File: config.mk
export PLATFORM = sky130hd
export DESIGN_NAME = exd_decode
export DESIGN_NICKNAME = d
export VERILOG_FILES = /design/src/verilog/exd_opnd_hold.v /design/src/verilog/exd_decode.v
export VERILOG_INCLUDE_DIRS = /design/src /design/src/verilog
export SDC_FILE = /design/constraint.sdc
export NUM_CORES = 1
export LEC_CHECK = 0
export ABC_CLOCK_PERIOD_IN_PS = 7800
export BUFFER_PORTS_ARGS = -buffer_cell sky130_fd_sc_hd__buf_2
export CAP_MARGIN = 25
export CORE_MARGIN = 10
export CORE_UTILIZATION = 35
export CTS_CLUSTER_DIAMETER = 80
export DETAILED_ROUTE_END_ITERATION = 8
export HOLD_SLACK_MARGIN = 0.15
export MAX_ROUTING_LAYER = met4
export PLACE_DENSITY = 0.55
export SYNTH_ARGS = -nofsm -noshare
export SYNTH_HDL_FRONTEND = slang
export SYNTH_SLANG_ARGS = --single-unit
File: constraint.sdc
create_clock -name clk_sys -period 7.8 [get_ports clk_sys]
set_input_delay 0 -clock clk_sys [delete_from_list [all_inputs] [get_ports clk_sys]]
set_output_delay 0 -clock clk_sys [all_outputs]
set_load 0.1 [all_outputs]
File: src/verilog/exd_map.vh
// Constants for the extended instruction decoder: quarter phases,
// opcode fields, address masks and reset values.
// Assumes inclusion by bare name from the decoder design files.
`ifndef EXD_MAP_VH
`define EXD_MAP_VH

// Quarter phase bit positions in the one-hot phase register
`define EXD_Q1 0
`define EXD_Q2 1
`define EXD_Q3 2
`define EXD_Q4 3
`define EXD_Q_RST 4'h1

// Opcode fields of the extension group (first nibble 1110)
`define EXD_GRP_EXT 4'he
`define EXD_SUB_ADDU 4'h8
`define EXD_SUB_SUBU 4'h9
`define EXD_SUB_PUSH 4'ha
`define EXD_SUB_MOVS 4'hb
`define EXD_PTR2_SEL 2'h3
`define EXD_GRP_TAIL 4'hf
`define EXD_LONG_MOVE 16'h0002

// Standard exclusive-OR-with-file opcode, bits 15..10
`define EXD_XOR_OPC 6'h06

// Indexed literal offset window and bank control
`define EXD_LOFS_MAX 8'h5f
`define EXD_LOW4K_MASK 14'h0fff
`define EXD_ACC_LO_BANK 6'h00
`define EXD_ACC_HI_BANK 6'h3f

// Widths and reset values
`define EXD_AW 14
`define EXD_ZERO_ADDR 14'h0000
`define EXD_ZERO_BYTE 8'h00
`define EXD_ZERO_WORD 16'h0000

`endif

File: src/verilog/exd_opnd_hold.v
// Holds the trailing words of a multi-word move for later cycles.
// Assumes writes come from the decoder on clk_sys; outputs registered.
`timescale 1ns/1ps
`default_nettype none
`include "exd_map.vh"

module exd_opnd_hold #(
  parameter WIDTH = 16
) (
  // Clock and reset
  input wire clk_sys,
  input wire rst,
  // Capture side
  input wire hold_we,
  input wire hold_sel,
  input wire [WIDTH-1:0] hold_data,
  // Held words
  output reg [WIDTH-1:0] word2_q,
  output reg [WIDTH-1:0] word3_q
);

  ////////////////////////////////////////////////////////////////////
  // Two slots; select low picks the second word, high the third
  always @(posedge clk_sys) begin
    if (rst) begin
      word2_q <= {WIDTH{1'b0}};
      word3_q <= {WIDTH{1'b0}};
    end else if (hold_we) begin
      if (hold_sel) begin
        word3_q <= hold_data;
      end else begin
        word2_q <= hold_data;
      end
    end
  end

endmodule
`default_nettype wire

File: src/verilog/exd_decode.v
// Extended instruction decode and execute for an 8-bit CPU core.
// Assumes one fetched word per instruction cycle, offered at Q1, and a
// data memory that returns read data one clk_sys after the request.
`timescale 1ns/1ps
`default_nettype none
`include "exd_map.vh"

// Functional notes
// - Exclusive-OR-with-file: decode Q1, read file Q2, write result Q4.
// - Extension is off after reset; only the set fuse enables it.
// - With extension on, access-bank standard byte ops at file 00..5f use indexed literal offsets.
// - Pointer-two add and subtract forms return after their arithmetic.
// - 1110 1000 11k: add to pointer two and return, 2 cycles, no flags.
// - 1110 1001 11k: subtract from pointer two and return, 2 cycles.
// - 1110 1010 k: store literal at pointer two, decrement, one cycle.
// - 1110 1011 0 plus 1111 word: indexed-to-file move, two cycles.
// - 1110 1011 1 plus 1111 word: indexed-to-indexed move, two cycles.
// - Word 0002 plus two 1111 words: long move, three cycles.
// - Add form adds 0..63 to pointer two, pops PC, then a NOP cycle.
// - Indexed-to-file source is pointer two plus offset; dest literal.
// - Twelve-bit indexed moves force the top two bank bits to zero.
// - A lone trailing word of a multi-word op executes as a NOP.
module exd_decode (
  // Clock and reset
  input wire clk_sys,
  input wire rst,
  // Configuration fuse pin
  input wire ext_set_enable_fuse,
  // Instruction fetch
  input wire fetch_valid,
  input wire [15:0] fetch_word,
  // Core state
  input wire [`EXD_AW-1:0] pointer_two,
  input wire [5:0] bank_sel,
  input wire [7:0] w_reg,
  // Data memory
  output reg dm_rd_en,
  output reg [`EXD_AW-1:0] dm_rd_addr,
  input wire [7:0] dm_rd_data,
  output reg dm_wr_en,
  output reg [`EXD_AW-1:0] dm_wr_addr,
  output reg [7:0] dm_wr_data,
  // Core write-backs
  output reg w_wr_en,
  output reg [7:0] w_wr_data,
  output reg ptr2_wr_en,
  output reg [`EXD_AW-1:0] ptr2_wr_data,
  output reg flag_wr_en,
  output reg flag_n,
  output reg flag_z,
  output reg pc_pop_stack,
  // Cycle status
  output reg std_pass,
  output reg lit_ofs_mode,
  output reg [`EXD_AW-1:0] lit_ofs_addr,
  output reg nop_cycle,
  output wire ext_active
);

  ////////////////////////////////////////////////////////////////////
  // States and operation selectors, all one-hot
  localparam ST_IDLE = 4'b0001;
  localparam ST_WORD2 = 4'b0010;
  localparam ST_WORD3 = 4'b0100;
  localparam ST_NOPC = 4'b1000;

  localparam OP_NONE = 8'b0000_0001;
  localparam OP_XOR = 8'b0000_0010;
  localparam OP_ADDU = 8'b0000_0100;
  localparam OP_SUBU = 8'b0000_1000;
  localparam OP_PUSH = 8'b0001_0000;
  localparam OP_MSF = 8'b0010_0000;
  localparam OP_MSS = 8'b0100_0000;
  localparam OP_MSFL = 8'b1000_0000;

  ////////////////////////////////////////////////////////////////////
  // Helper functions

  // Pointer plus unsigned offset, wrapping in the address width
  function [`EXD_AW-1:0] ptr_add;
    input [`EXD_AW-1:0] base;
    input [7:0] ofs;
    begin
      ptr_add = base + {6'h00, ofs};
    end
  endfunction

  // Keep an address inside the lower four kilobytes
  function [`EXD_AW-1:0] low4k;
    input [`EXD_AW-1:0] addr;
    begin
      low4k = addr & `EXD_LOW4K_MASK;
    end
  endfunction

  // Byte-oriented standard op with access bank and small file address
  function lofs_hit;
    input [15:0] w;
    reg byte_op;
    begin
      byte_op = ((w[15:12] != 4'h0) && (w[15:12] < 4'hc)) ||
                ((w[15:12] == 4'h0) && (w[11:9] == 3'h1));
      lofs_hit = byte_op && !w[8] && (w[7:0] <= `EXD_LOFS_MAX);
    end
  endfunction

  ////////////////////////////////////////////////////////////////////
  // Registers
  reg [3:0] q_ff;
  reg fuse_s1_ff;
  reg fuse_s2_ff;
  reg ext_on_ff;
  reg [3:0] state_ff;
  reg [7:0] op_ff;
  reg exec_ff;
  reg [15:0] ir_ff;
  reg [`EXD_AW-1:0] src_ff;
  reg [`EXD_AW-1:0] nxt_src;
  reg [7:0] nxt_op;
  reg [3:0] nxt_state;
  reg nxt_exec;
  reg nxt_pass;
  reg nxt_nop;
  reg hold_we;
  reg hold_sel;
  wire [15:0] word2_q;
  wire [15:0] word3_q;
  wire q1;
  wire [`EXD_AW-1:0] xor_addr;

  assign q1 = q_ff[`EXD_Q1] && fetch_valid;
  assign ext_active = ext_on_ff;

  ////////////////////////////////////////////////////////////////////
  // Quarter phase ring; each clk_sys is one quarter of a cycle
  always @(posedge clk_sys) begin
    if (rst) begin
      q_ff <= `EXD_Q_RST;
    end else begin
      q_ff <= {q_ff[2:0], q_ff[3]};
    end
  end

  // Fuse pin synchroniser; enable only taken at cycle boundaries
  always @(posedge clk_sys) begin
    if (rst) begin
      fuse_s1_ff <= 1'b0;
      fuse_s2_ff <= 1'b0;
      ext_on_ff <= 1'b0;
    end else begin
      fuse_s1_ff <= ext_set_enable_fuse;
      fuse_s2_ff <= fuse_s1_ff;
      if (q_ff[`EXD_Q4]) begin
        ext_on_ff <= fuse_s2_ff;
      end
    end
  end

  ////////////////////////////////////////////////////////////////////
  // Q1 decode: choose the operation and the next sequence state
  always @* begin
    nxt_op = OP_NONE;
    nxt_state = ST_IDLE;
    nxt_exec = 1'b0;
    nxt_pass = 1'b0;
    nxt_nop = 1'b0;
    hold_we = 1'b0;
    hold_sel = 1'b0;
    case (state_ff)
      ST_IDLE: begin
        nxt_exec = 1'b1;
        if (fetch_word[15:10] == `EXD_XOR_OPC) begin
          nxt_op = OP_XOR;
        end else if (ext_on_ff && fetch_word[15:12] == `EXD_GRP_EXT &&
                     fetch_word[11:8] == `EXD_SUB_ADDU &&
                     fetch_word[7:6] == `EXD_PTR2_SEL) begin
          nxt_op = OP_ADDU;
        end else if (ext_on_ff && fetch_word[15:12] == `EXD_GRP_EXT &&
                     fetch_word[11:8] == `EXD_SUB_SUBU &&
                     fetch_word[7:6] == `EXD_PTR2_SEL) begin
          nxt_op = OP_SUBU;
        end else if (ext_on_ff && fetch_word[15:12] == `EXD_GRP_EXT &&
                     fetch_word[11:8] == `EXD_SUB_PUSH) begin
          nxt_op = OP_PUSH;
        end else if (ext_on_ff && fetch_word[15:12] == `EXD_GRP_EXT &&
                     fetch_word[11:8] == `EXD_SUB_MOVS) begin
          // First word only records the source offset
          nxt_op = fetch_word[7] ? OP_MSS : OP_MSF;
          nxt_state = ST_WORD2;
          nxt_exec = 1'b0;
          nxt_nop = 1'b1;
        end else if (ext_on_ff && fetch_word == `EXD_LONG_MOVE) begin
          nxt_op = OP_MSFL;
          nxt_state = ST_WORD2;
          nxt_exec = 1'b0;
          nxt_nop = 1'b1;
        end else if (fetch_word[15:12] == `EXD_GRP_TAIL) begin
          nxt_exec = 1'b0;
          nxt_nop = 1'b1;
        end else begin
          nxt_exec = 1'b0;
          nxt_pass = 1'b1;
        end
      end
      ST_WORD2: begin
        nxt_op = op_ff;
        hold_we = 1'b1;
        if (op_ff == OP_MSFL) begin
          nxt_state = ST_WORD3;
          nxt_nop = 1'b1;
        end else begin
          nxt_exec = 1'b1;
        end
      end
      ST_WORD3: begin
        nxt_op = op_ff;
        hold_we = 1'b1;
        hold_sel = 1'b1;
        nxt_exec = 1'b1;
      end
      ST_NOPC: begin
        nxt_nop = 1'b1;
      end
      default: begin
        nxt_nop = 1'b1;
      end
    endcase
  end

  exd_opnd_hold #(
    .WIDTH(16)
  ) u_hold (
    .clk_sys(clk_sys),
    .rst(rst),
    .hold_we(q1 && hold_we),
    .hold_sel(hold_sel),
    .hold_data(fetch_word),
    .word2_q(word2_q),
    .word3_q(word3_q)
  );

  ////////////////////////////////////////////////////////////////////
  // Exclusive-OR source address, with literal offset when enabled
  assign xor_addr = (ext_on_ff && lofs_hit(fetch_word)) ?
                    ptr_add(pointer_two, fetch_word[7:0]) :
                    fetch_word[8] ? {bank_sel, fetch_word[7:0]} :
                    (fetch_word[7:0] <= `EXD_LOFS_MAX) ?
                    {`EXD_ACC_LO_BANK, fetch_word[7:0]} :
                    {`EXD_ACC_HI_BANK, fetch_word[7:0]};

  // Source address of the read that follows in Q2
  always @* begin
    if (nxt_op == OP_XOR) begin
      nxt_src = xor_addr;
    end else if (nxt_op == OP_MSFL) begin
      nxt_src = ptr_add(pointer_two, {1'b0, word2_q[8:2]});
    end else begin
      nxt_src = low4k(ptr_add(pointer_two,
                              {1'b0, ir_ff[6:0]}));
    end
  end

  ////////////////////////////////////////////////////////////////////
  // Q1 edge: sequence state, opcode latch and read request setup
  always @(posedge clk_sys) begin
    if (rst) begin
      state_ff <= ST_IDLE;
      op_ff <= OP_NONE;
      exec_ff <= 1'b0;
      ir_ff <= `EXD_ZERO_WORD;
      std_pass <= 1'b0;
      nop_cycle <= 1'b0;
      lit_ofs_mode <= 1'b0;
      lit_ofs_addr <= `EXD_ZERO_ADDR;
      src_ff <= `EXD_ZERO_ADDR;
    end else if (q1) begin
      state_ff <= nxt_state;
      op_ff <= nxt_op;
      exec_ff <= nxt_exec;
      std_pass <= nxt_pass;
      nop_cycle <= nxt_nop;
      if (state_ff == ST_IDLE) begin
        ir_ff <= fetch_word;
      end
      // Literal offset only offered to standard instructions
      lit_ofs_mode <= nxt_pass && ext_on_ff &&
                      lofs_hit(fetch_word);
      lit_ofs_addr <= ptr_add(pointer_two, fetch_word[7:0]);
      src_ff <= nxt_src;
    end else if (q_ff[`EXD_Q1]) begin
      // No word this cycle, so the last operation must not run again
      exec_ff <= 1'b0;
    end else if (q_ff[`EXD_Q4]) begin
      // Returns retire into a forced NOP cycle
      if (exec_ff && (op_ff == OP_ADDU || op_ff == OP_SUBU)) begin
        state_ff <= ST_NOPC;
      end else if (state_ff == ST_NOPC) begin
        state_ff <= ST_IDLE;
      end
    end
  end

  ////////////////////////////////////////////////////////////////////
  // Q2 read strobe; the address stands with it, since the memory
  // samples both together at the end of Q2
  always @(posedge clk_sys) begin
    if (rst) begin
      dm_rd_en <= 1'b0;
      dm_rd_addr <= `EXD_ZERO_ADDR;
    end else begin
      dm_rd_en <= q1 && nxt_exec &&
                  (nxt_op == OP_XOR || nxt_op == OP_MSF ||
                   nxt_op == OP_MSS || nxt_op == OP_MSFL);
      if (q1) begin
        dm_rd_addr <= nxt_src;
      end
    end
  end

  ////////////////////////////////////////////////////////////////////
  // Q4 write-backs, set up on the Q3 edge so they stand during Q4.
  // Extended ops never raise flag_wr_en, so status stays untouched.
  always @(posedge clk_sys) begin
    if (rst) begin
      dm_wr_en <= 1'b0;
      dm_wr_addr <= `EXD_ZERO_ADDR;
      dm_wr_data <= `EXD_ZERO_BYTE;
      w_wr_en <= 1'b0;
      w_wr_data <= `EXD_ZERO_BYTE;
      ptr2_wr_en <= 1'b0;
      ptr2_wr_data <= `EXD_ZERO_ADDR;
      flag_wr_en <= 1'b0;
      flag_n <= 1'b0;
      flag_z <= 1'b0;
      pc_pop_stack <= 1'b0;
    end else if (q_ff[`EXD_Q3] && exec_ff) begin
      case (op_ff)
        OP_XOR: begin
          // Destination bit picks W or the file register
          dm_wr_en <= ir_ff[9];
          dm_wr_addr <= src_ff;
          dm_wr_data <= w_reg ^ dm_rd_data;
          w_wr_en <= !ir_ff[9];
          w_wr_data <= w_reg ^ dm_rd_data;
          flag_wr_en <= 1'b1;
          flag_n <= dm_rd_data[7] ^ w_reg[7];
          flag_z <= (w_reg ^ dm_rd_data) == `EXD_ZERO_BYTE;
        end
        OP_ADDU: begin
          ptr2_wr_en <= 1'b1;
          ptr2_wr_data <= ptr_add(pointer_two,
                                  {2'h0, ir_ff[5:0]});
          pc_pop_stack <= 1'b1;
        end
        OP_SUBU: begin
          ptr2_wr_en <= 1'b1;
          ptr2_wr_data <= pointer_two -
                          {8'h00, ir_ff[5:0]};
          pc_pop_stack <= 1'b1;
        end
        OP_PUSH: begin
          dm_wr_en <= 1'b1;
          dm_wr_addr <= pointer_two;
          dm_wr_data <= ir_ff[7:0];
          ptr2_wr_en <= 1'b1;
          ptr2_wr_data <= pointer_two - {{(`EXD_AW-1){1'b0}}, 1'b1};
        end
        OP_MSF: begin
          dm_wr_en <= 1'b1;
          dm_wr_addr <= low4k({2'h0, word2_q[11:0]});
          dm_wr_data <= dm_rd_data;
        end
        OP_MSS: begin
          dm_wr_en <= 1'b1;
          dm_wr_addr <= low4k(ptr_add(pointer_two,
                                      {1'b0, word2_q[6:0]}));
          dm_wr_data <= dm_rd_data;
        end
        OP_MSFL: begin
          dm_wr_en <= 1'b1;
          dm_wr_addr <= {word2_q[1:0], word3_q[11:0]};
          dm_wr_data <= dm_rd_data;
        end
        default: begin
          dm_wr_en <= 1'b0;
        end
      endcase
    end else begin
      // Strobes last exactly the Q4 quarter
      dm_wr_en <= 1'b0;
      w_wr_en <= 1'b0;
      ptr2_wr_en <= 1'b0;
      flag_wr_en <= 1'b0;
      pc_pop_stack <= 1'b0;
    end
  end

endmodule
`default_nettype wire

# Word level (Yosys, flattened, before mapping)

Index checks and enable logic that the tools add are counted.

Magnitude comparators: 2
Mux-type cells: 57
Add/subtract/negate cells: 7
Equal/unequal tests: 26
Bitwise logic cells: 4
Reductions and logical operators: 51

Operator list:

| cell                  | number |
|---|---|
| $mux 14               | 5 |
| $pmux 14 s5           | 1 |
| $mux 8                | 6 |
| $pmux 14 s3           | 1 |
| $eq 4x4->1 const B    | 7 |
| $mux 1                | 25 |
| $add 12x7->12         | 2 |
| $pmux 8 s3            | 1 |
| $logic_and 1x1->1     | 21 |
| $mux 4                | 5 |
| $eq 16x2->1 const B   | 1 |
| $eq 8x2->1 const B    | 2 |
| $eq 8x6->1 const B    | 2 |
| $eq 8x7->1 const B    | 2 |
| $eq 8x8->1 const B    | 2 |
| $pmux 8 s2            | 1 |
| $add 14x6->14         | 1 |
| $add 14x7->14         | 1 |
| $add 14x8->14         | 1 |
| $reduce_and 2->1      | 7 |
| $sub 14x1->14 const B | 1 |
| $sub 14x6->14         | 1 |
| $mux 2                | 6 |
| $pmux 1 s3            | 3 |
| 30 further kinds      | 42 |

Flip-flop bits (word level): 137
Word-level logic and storage cells: 174

# Longest topological paths before layout

Depth after elaboration: 14
Mapped depth: 18
Gate-level depth less buffers: 16

# By module

A second synthesis with hierarchy kept.

Cells, all modules: 1097
Area, all modules: 9112.5 µm²

Modules (own cells, without submodules):

| module        | cells each | sequential area each (µm²) | times used | area each (µm²) |
|---|---|---|---|---|
| exd_decode    | 972        | 2222.1                     | 1          | 7748.7 |
| exd_opnd_hold | 125        | 640.6                      | 1          | 1363.8 |

# Worst setup path before layout

No wires, ideal clock.

Path type: reg-to-reg
Start: register op_ff[7]
End: register ptr2_wr_data[12]
Stages on the path, launching flop included: 18
Period minus slack after synthesis: 3505 ps
Setup time: 70 ps
Arrival: 3435 ps
Setup slack: 4295 ps
Cell sequence: dfxtp_1 > clkbuf_1 > nor2_1 > and4_1 > clkbuf_1 > clkbuf_1 > nor2_1 > a22oi_1 > fa_1 > a21o_1 > a21oi_1 > o21bai_1 > a31oi_1 > o21ai_0 > o41ai_1 > xnor2_1 > nand2_1 > a21oi_1

Word-level cells in the longest chain between the ends: 3
Elaborated cells on any way between the ends: 6

RTL lines:

| item                               | line             | source |
|---|---|---|
| start, declared                    | exd_decode.v:114 | `reg [7:0] op_ff;` |
| start signal, assigned             | exd_decode.v:278 | `op_ff <= nxt_op;` |
| $eq 8x3->1 (tied with other cells) | exd_decode.v:337 | `case (op_ff)` |
| $reduce_bool 3->1 (no line)        | n/a              |  |
| $reduce_and 2->1 (no line)         | n/a              |  |
| end signal, assigned               | exd_decode.v:331 | `` ptr2_wr_data <= `EXD_ZERO_ADDR; `` |
| end signal, assigned               | exd_decode.v:351 | `ptr2_wr_data <= ptr_add(pointer_two,` |
| end signal, assigned               | exd_decode.v:357 | `ptr2_wr_data <= pointer_two -` |
| end, declared                      | exd_decode.v:47  | `` output reg [`EXD_AW-1:0] ptr2_wr_data, `` |

Several ways; a longest one is shown, not always the timed one.
A chain may end at the register's enable or synchronous reset.

# Worst setup path after layout

Start: register op_ff[1]
End: register ptr2_wr_data[13]

Same word-level chain as after synthesis.

==> metrics <==
status=finished, final reports clean; Seq/Total Area, Yosys=32.4%; Slew HR=30.6%; Simple-Gate Fraction of Synth Area=24.3%; Leak=4.23 nW; Compound-Gate Fraction of Synth Area=23.3%; GR Util All Layers=20.9%; number of antenna diodes=0; number of max-cap violations=0; Setup CP Type=flip-flop to flip-flop; HP Class=primary input to flip-flop; Initial Util=35.5%; CTS clk-pin slew, worst paths=60 ps; Max Slew Vio Count=0; largest net degree at the start of global routing=90; Root Driver=clkbuf_16; Setup TNS=0 ps; # Post-CTS Setup Buffers=0; unrepaired setup endpoints after global routing=false; syn avg cell area=7.84 sq um; mux contribution to synthesized area=2.09%; synth-to-layout area growth=24.9%; CP required=8150 ps; Total Wirelength=31.4 mm; CTS tree=built; Die Area=30400 sq um; CTS hold repair buffers=58; Die Y=174 um; Die Width=174 um; PD cells=188 nW/um^2; number of buffers created by CTS=17; GR met2 Demand/Resource=32.6%; Crit. Startpoint=op_ff[1]; final-report setup violation count=0; core area=23500 sq um; DR iter-0 viols=799; final std cells w/o fill=1558; Fin. Hold Viols=0; clock skew=10.8 ps; dpl ws=4050 ps; Reg area=2700 sq um; # rows=56; worst vdd ir=0.103 mV; r2r startpoint=op_ff[1]; routed vias=8492; Yosys warnings=0; Layout fillers=2421; Vias/cell=5.45; first-pass GRT wire length=49.1 mm; worst slew pin tran=1040 ps; worst-case clock buffer depth=2; initial antenna violation count=0; Final period util=48.5%; commonest cells in the synthesized netlist=140 x nand2_1, 140 x nor2_1, 135 x dfxtp_1; type of origin of the critical path=flip-flop; cell count after synthesis=1063; Worst Path Arrival=4130 ps; # nets final=1331; cell taking the most area after synthesis=dfxtp_1; worst hold slack=180 ps; Post-DRT Antenna Nets=0; syn nets=1168; total congestion overflow=0; global route hottest layer=met2; Synth Area in XOR/XNOR=5.88%; DR pass1 iterations=5; I/O pins=140; number of global-route vias before repair=8310; Primary FF master, synth=dfxtp_1; Synth top area share=32.4%; # resized after CTS=0; Final Critical Period=3780 ps; top cells by area, synth=dfxtp_1 32%, ha_1 6.6%, nand2_1 6.3%; Post-route DRC=0; Multi-input gate area=5290 sq um; met1 Use GR=27.2%; layout cells sized above 1=16.5%; wire per inst=20.2 um; EDFF count, synth=0; Post-Synth Adder-Cell Area=7.80%; Synth Register Bits=135; Yosys cell types=71; grt met3 use=3.62%; H-tree depth=4; # clock sinks=135; Synth Cell Area=8340 sq um; Final HPWL DP=23.0 mm; Clock Latency Late Sink=430 ps; worst setup margin=4020 ps; crit path capture type=flip-flop; Achievable Freq=0.264 GHz; Layout Utilization=44.4%; CP max FO=36; HP Start=bank_sel[5]; largest family of logic cells by synthesized area=simple AND/OR/NAND/NOR gates; Buffers on Ports=139; ys async rst share=0%; GPL Wtd Cong=0.954; DP Cell Count=1466
[registers in the layout, summed over array words and instances (netlist names), 8 cells and up]
| signal | flops |
|---|---|
| w_wr_data | 8 |
| u_hold.word3_q | 12 |
| dm_wr_addr | 14 |
| u_hold.word2_q | 12 |
| lit_ofs_addr | 14 |
| ir_ff | 9 |
| op_ff | 8 |
| src_ff | 14 |
| dm_wr_data | 8 |
| ptr2_wr_data | 14 |
[layer usage]
metal / part of all wire, % / vias to the layer above / wire length [um]
li1: - / 4152 / -
met1: 46 / 4022 / 14600
met2: 46 / 281 / 14300
met3: 6.0 / 37 / 1900
met4: 2.1 / 0 / 650
met5: 0 / - / 0
[cell type report]
type                    instances  area share [%]
clock buffers                  17            4.09
clock inverters                15            1.48
inverters                      22           0.793
multi-input cells             842            50.8
flip-flops and latches        135            26.0
well taps                     319            3.83
repair buffers                208            13.1
[cell families after synthesis]
logic type,Yosys count
muxes,17
DFF,135
AOI/OAI and AO/OA,295
buffers and inverters,86
xor gates and xnor gates,56
adders and majority gates,49
and+or+nand+nor,425
[critical path, stage by stage, from the launching register on]
cell      delay, ps
dfxtp_1         370
nor3_1          410
and4_1          380
buf_4           420
nor2_1           90
o21ai_0         160
o21a_1          140
ha_1            240
o21ai_0          80
a21oi_1          90
o211ai_1        230
a21oi_1         130
nor4_1          430
o31ai_1         160
xnor2_1         160
nand2_1          70
a21oi_1         140
[cells in the final DEF, fill, tap and decap left out, types with 32 or more instances in the layout]
cell type,instances
nor2_1,140
nand2_1,140
buf_2,138
dfxtp_1,135
a21oi_1,103
dlygate4sd3_1,58
o21ai_0,45
ha_1,44
xnor2_1,42
nor3_1,32
a211oi_1,32
[through the flow]
stage / instance area [sq um] / power, mW
after global routing: 10400 / 2.04
after floorplan: 8340 / 1.03
after detailed placement: 9240 / 1.14
final: 10400 / 1.96
after global placement: 9240 / 1.14
after CTS: 10400 / 1.97
[final timing paths]
check	endpoint	slack, ps	cells past startpoint
worst max-delay path	ptr2_wr_data[13]	4020	16
worst min-delay path	src_ff[13]	180	5
worst max register to register	ptr2_wr_data[13]	4020	16
worst min register to register	fuse_s2_ff	440	1
[where the power goes]
part / internal (mW) / switching (mW)
sequential: 0.706 / 0.0173
combinational: 0.146 / 0.278
clock: 0.471 / 0.340
total: 1.32 / 0.635
No activity file was read; power rests on OpenSTA's default activity.
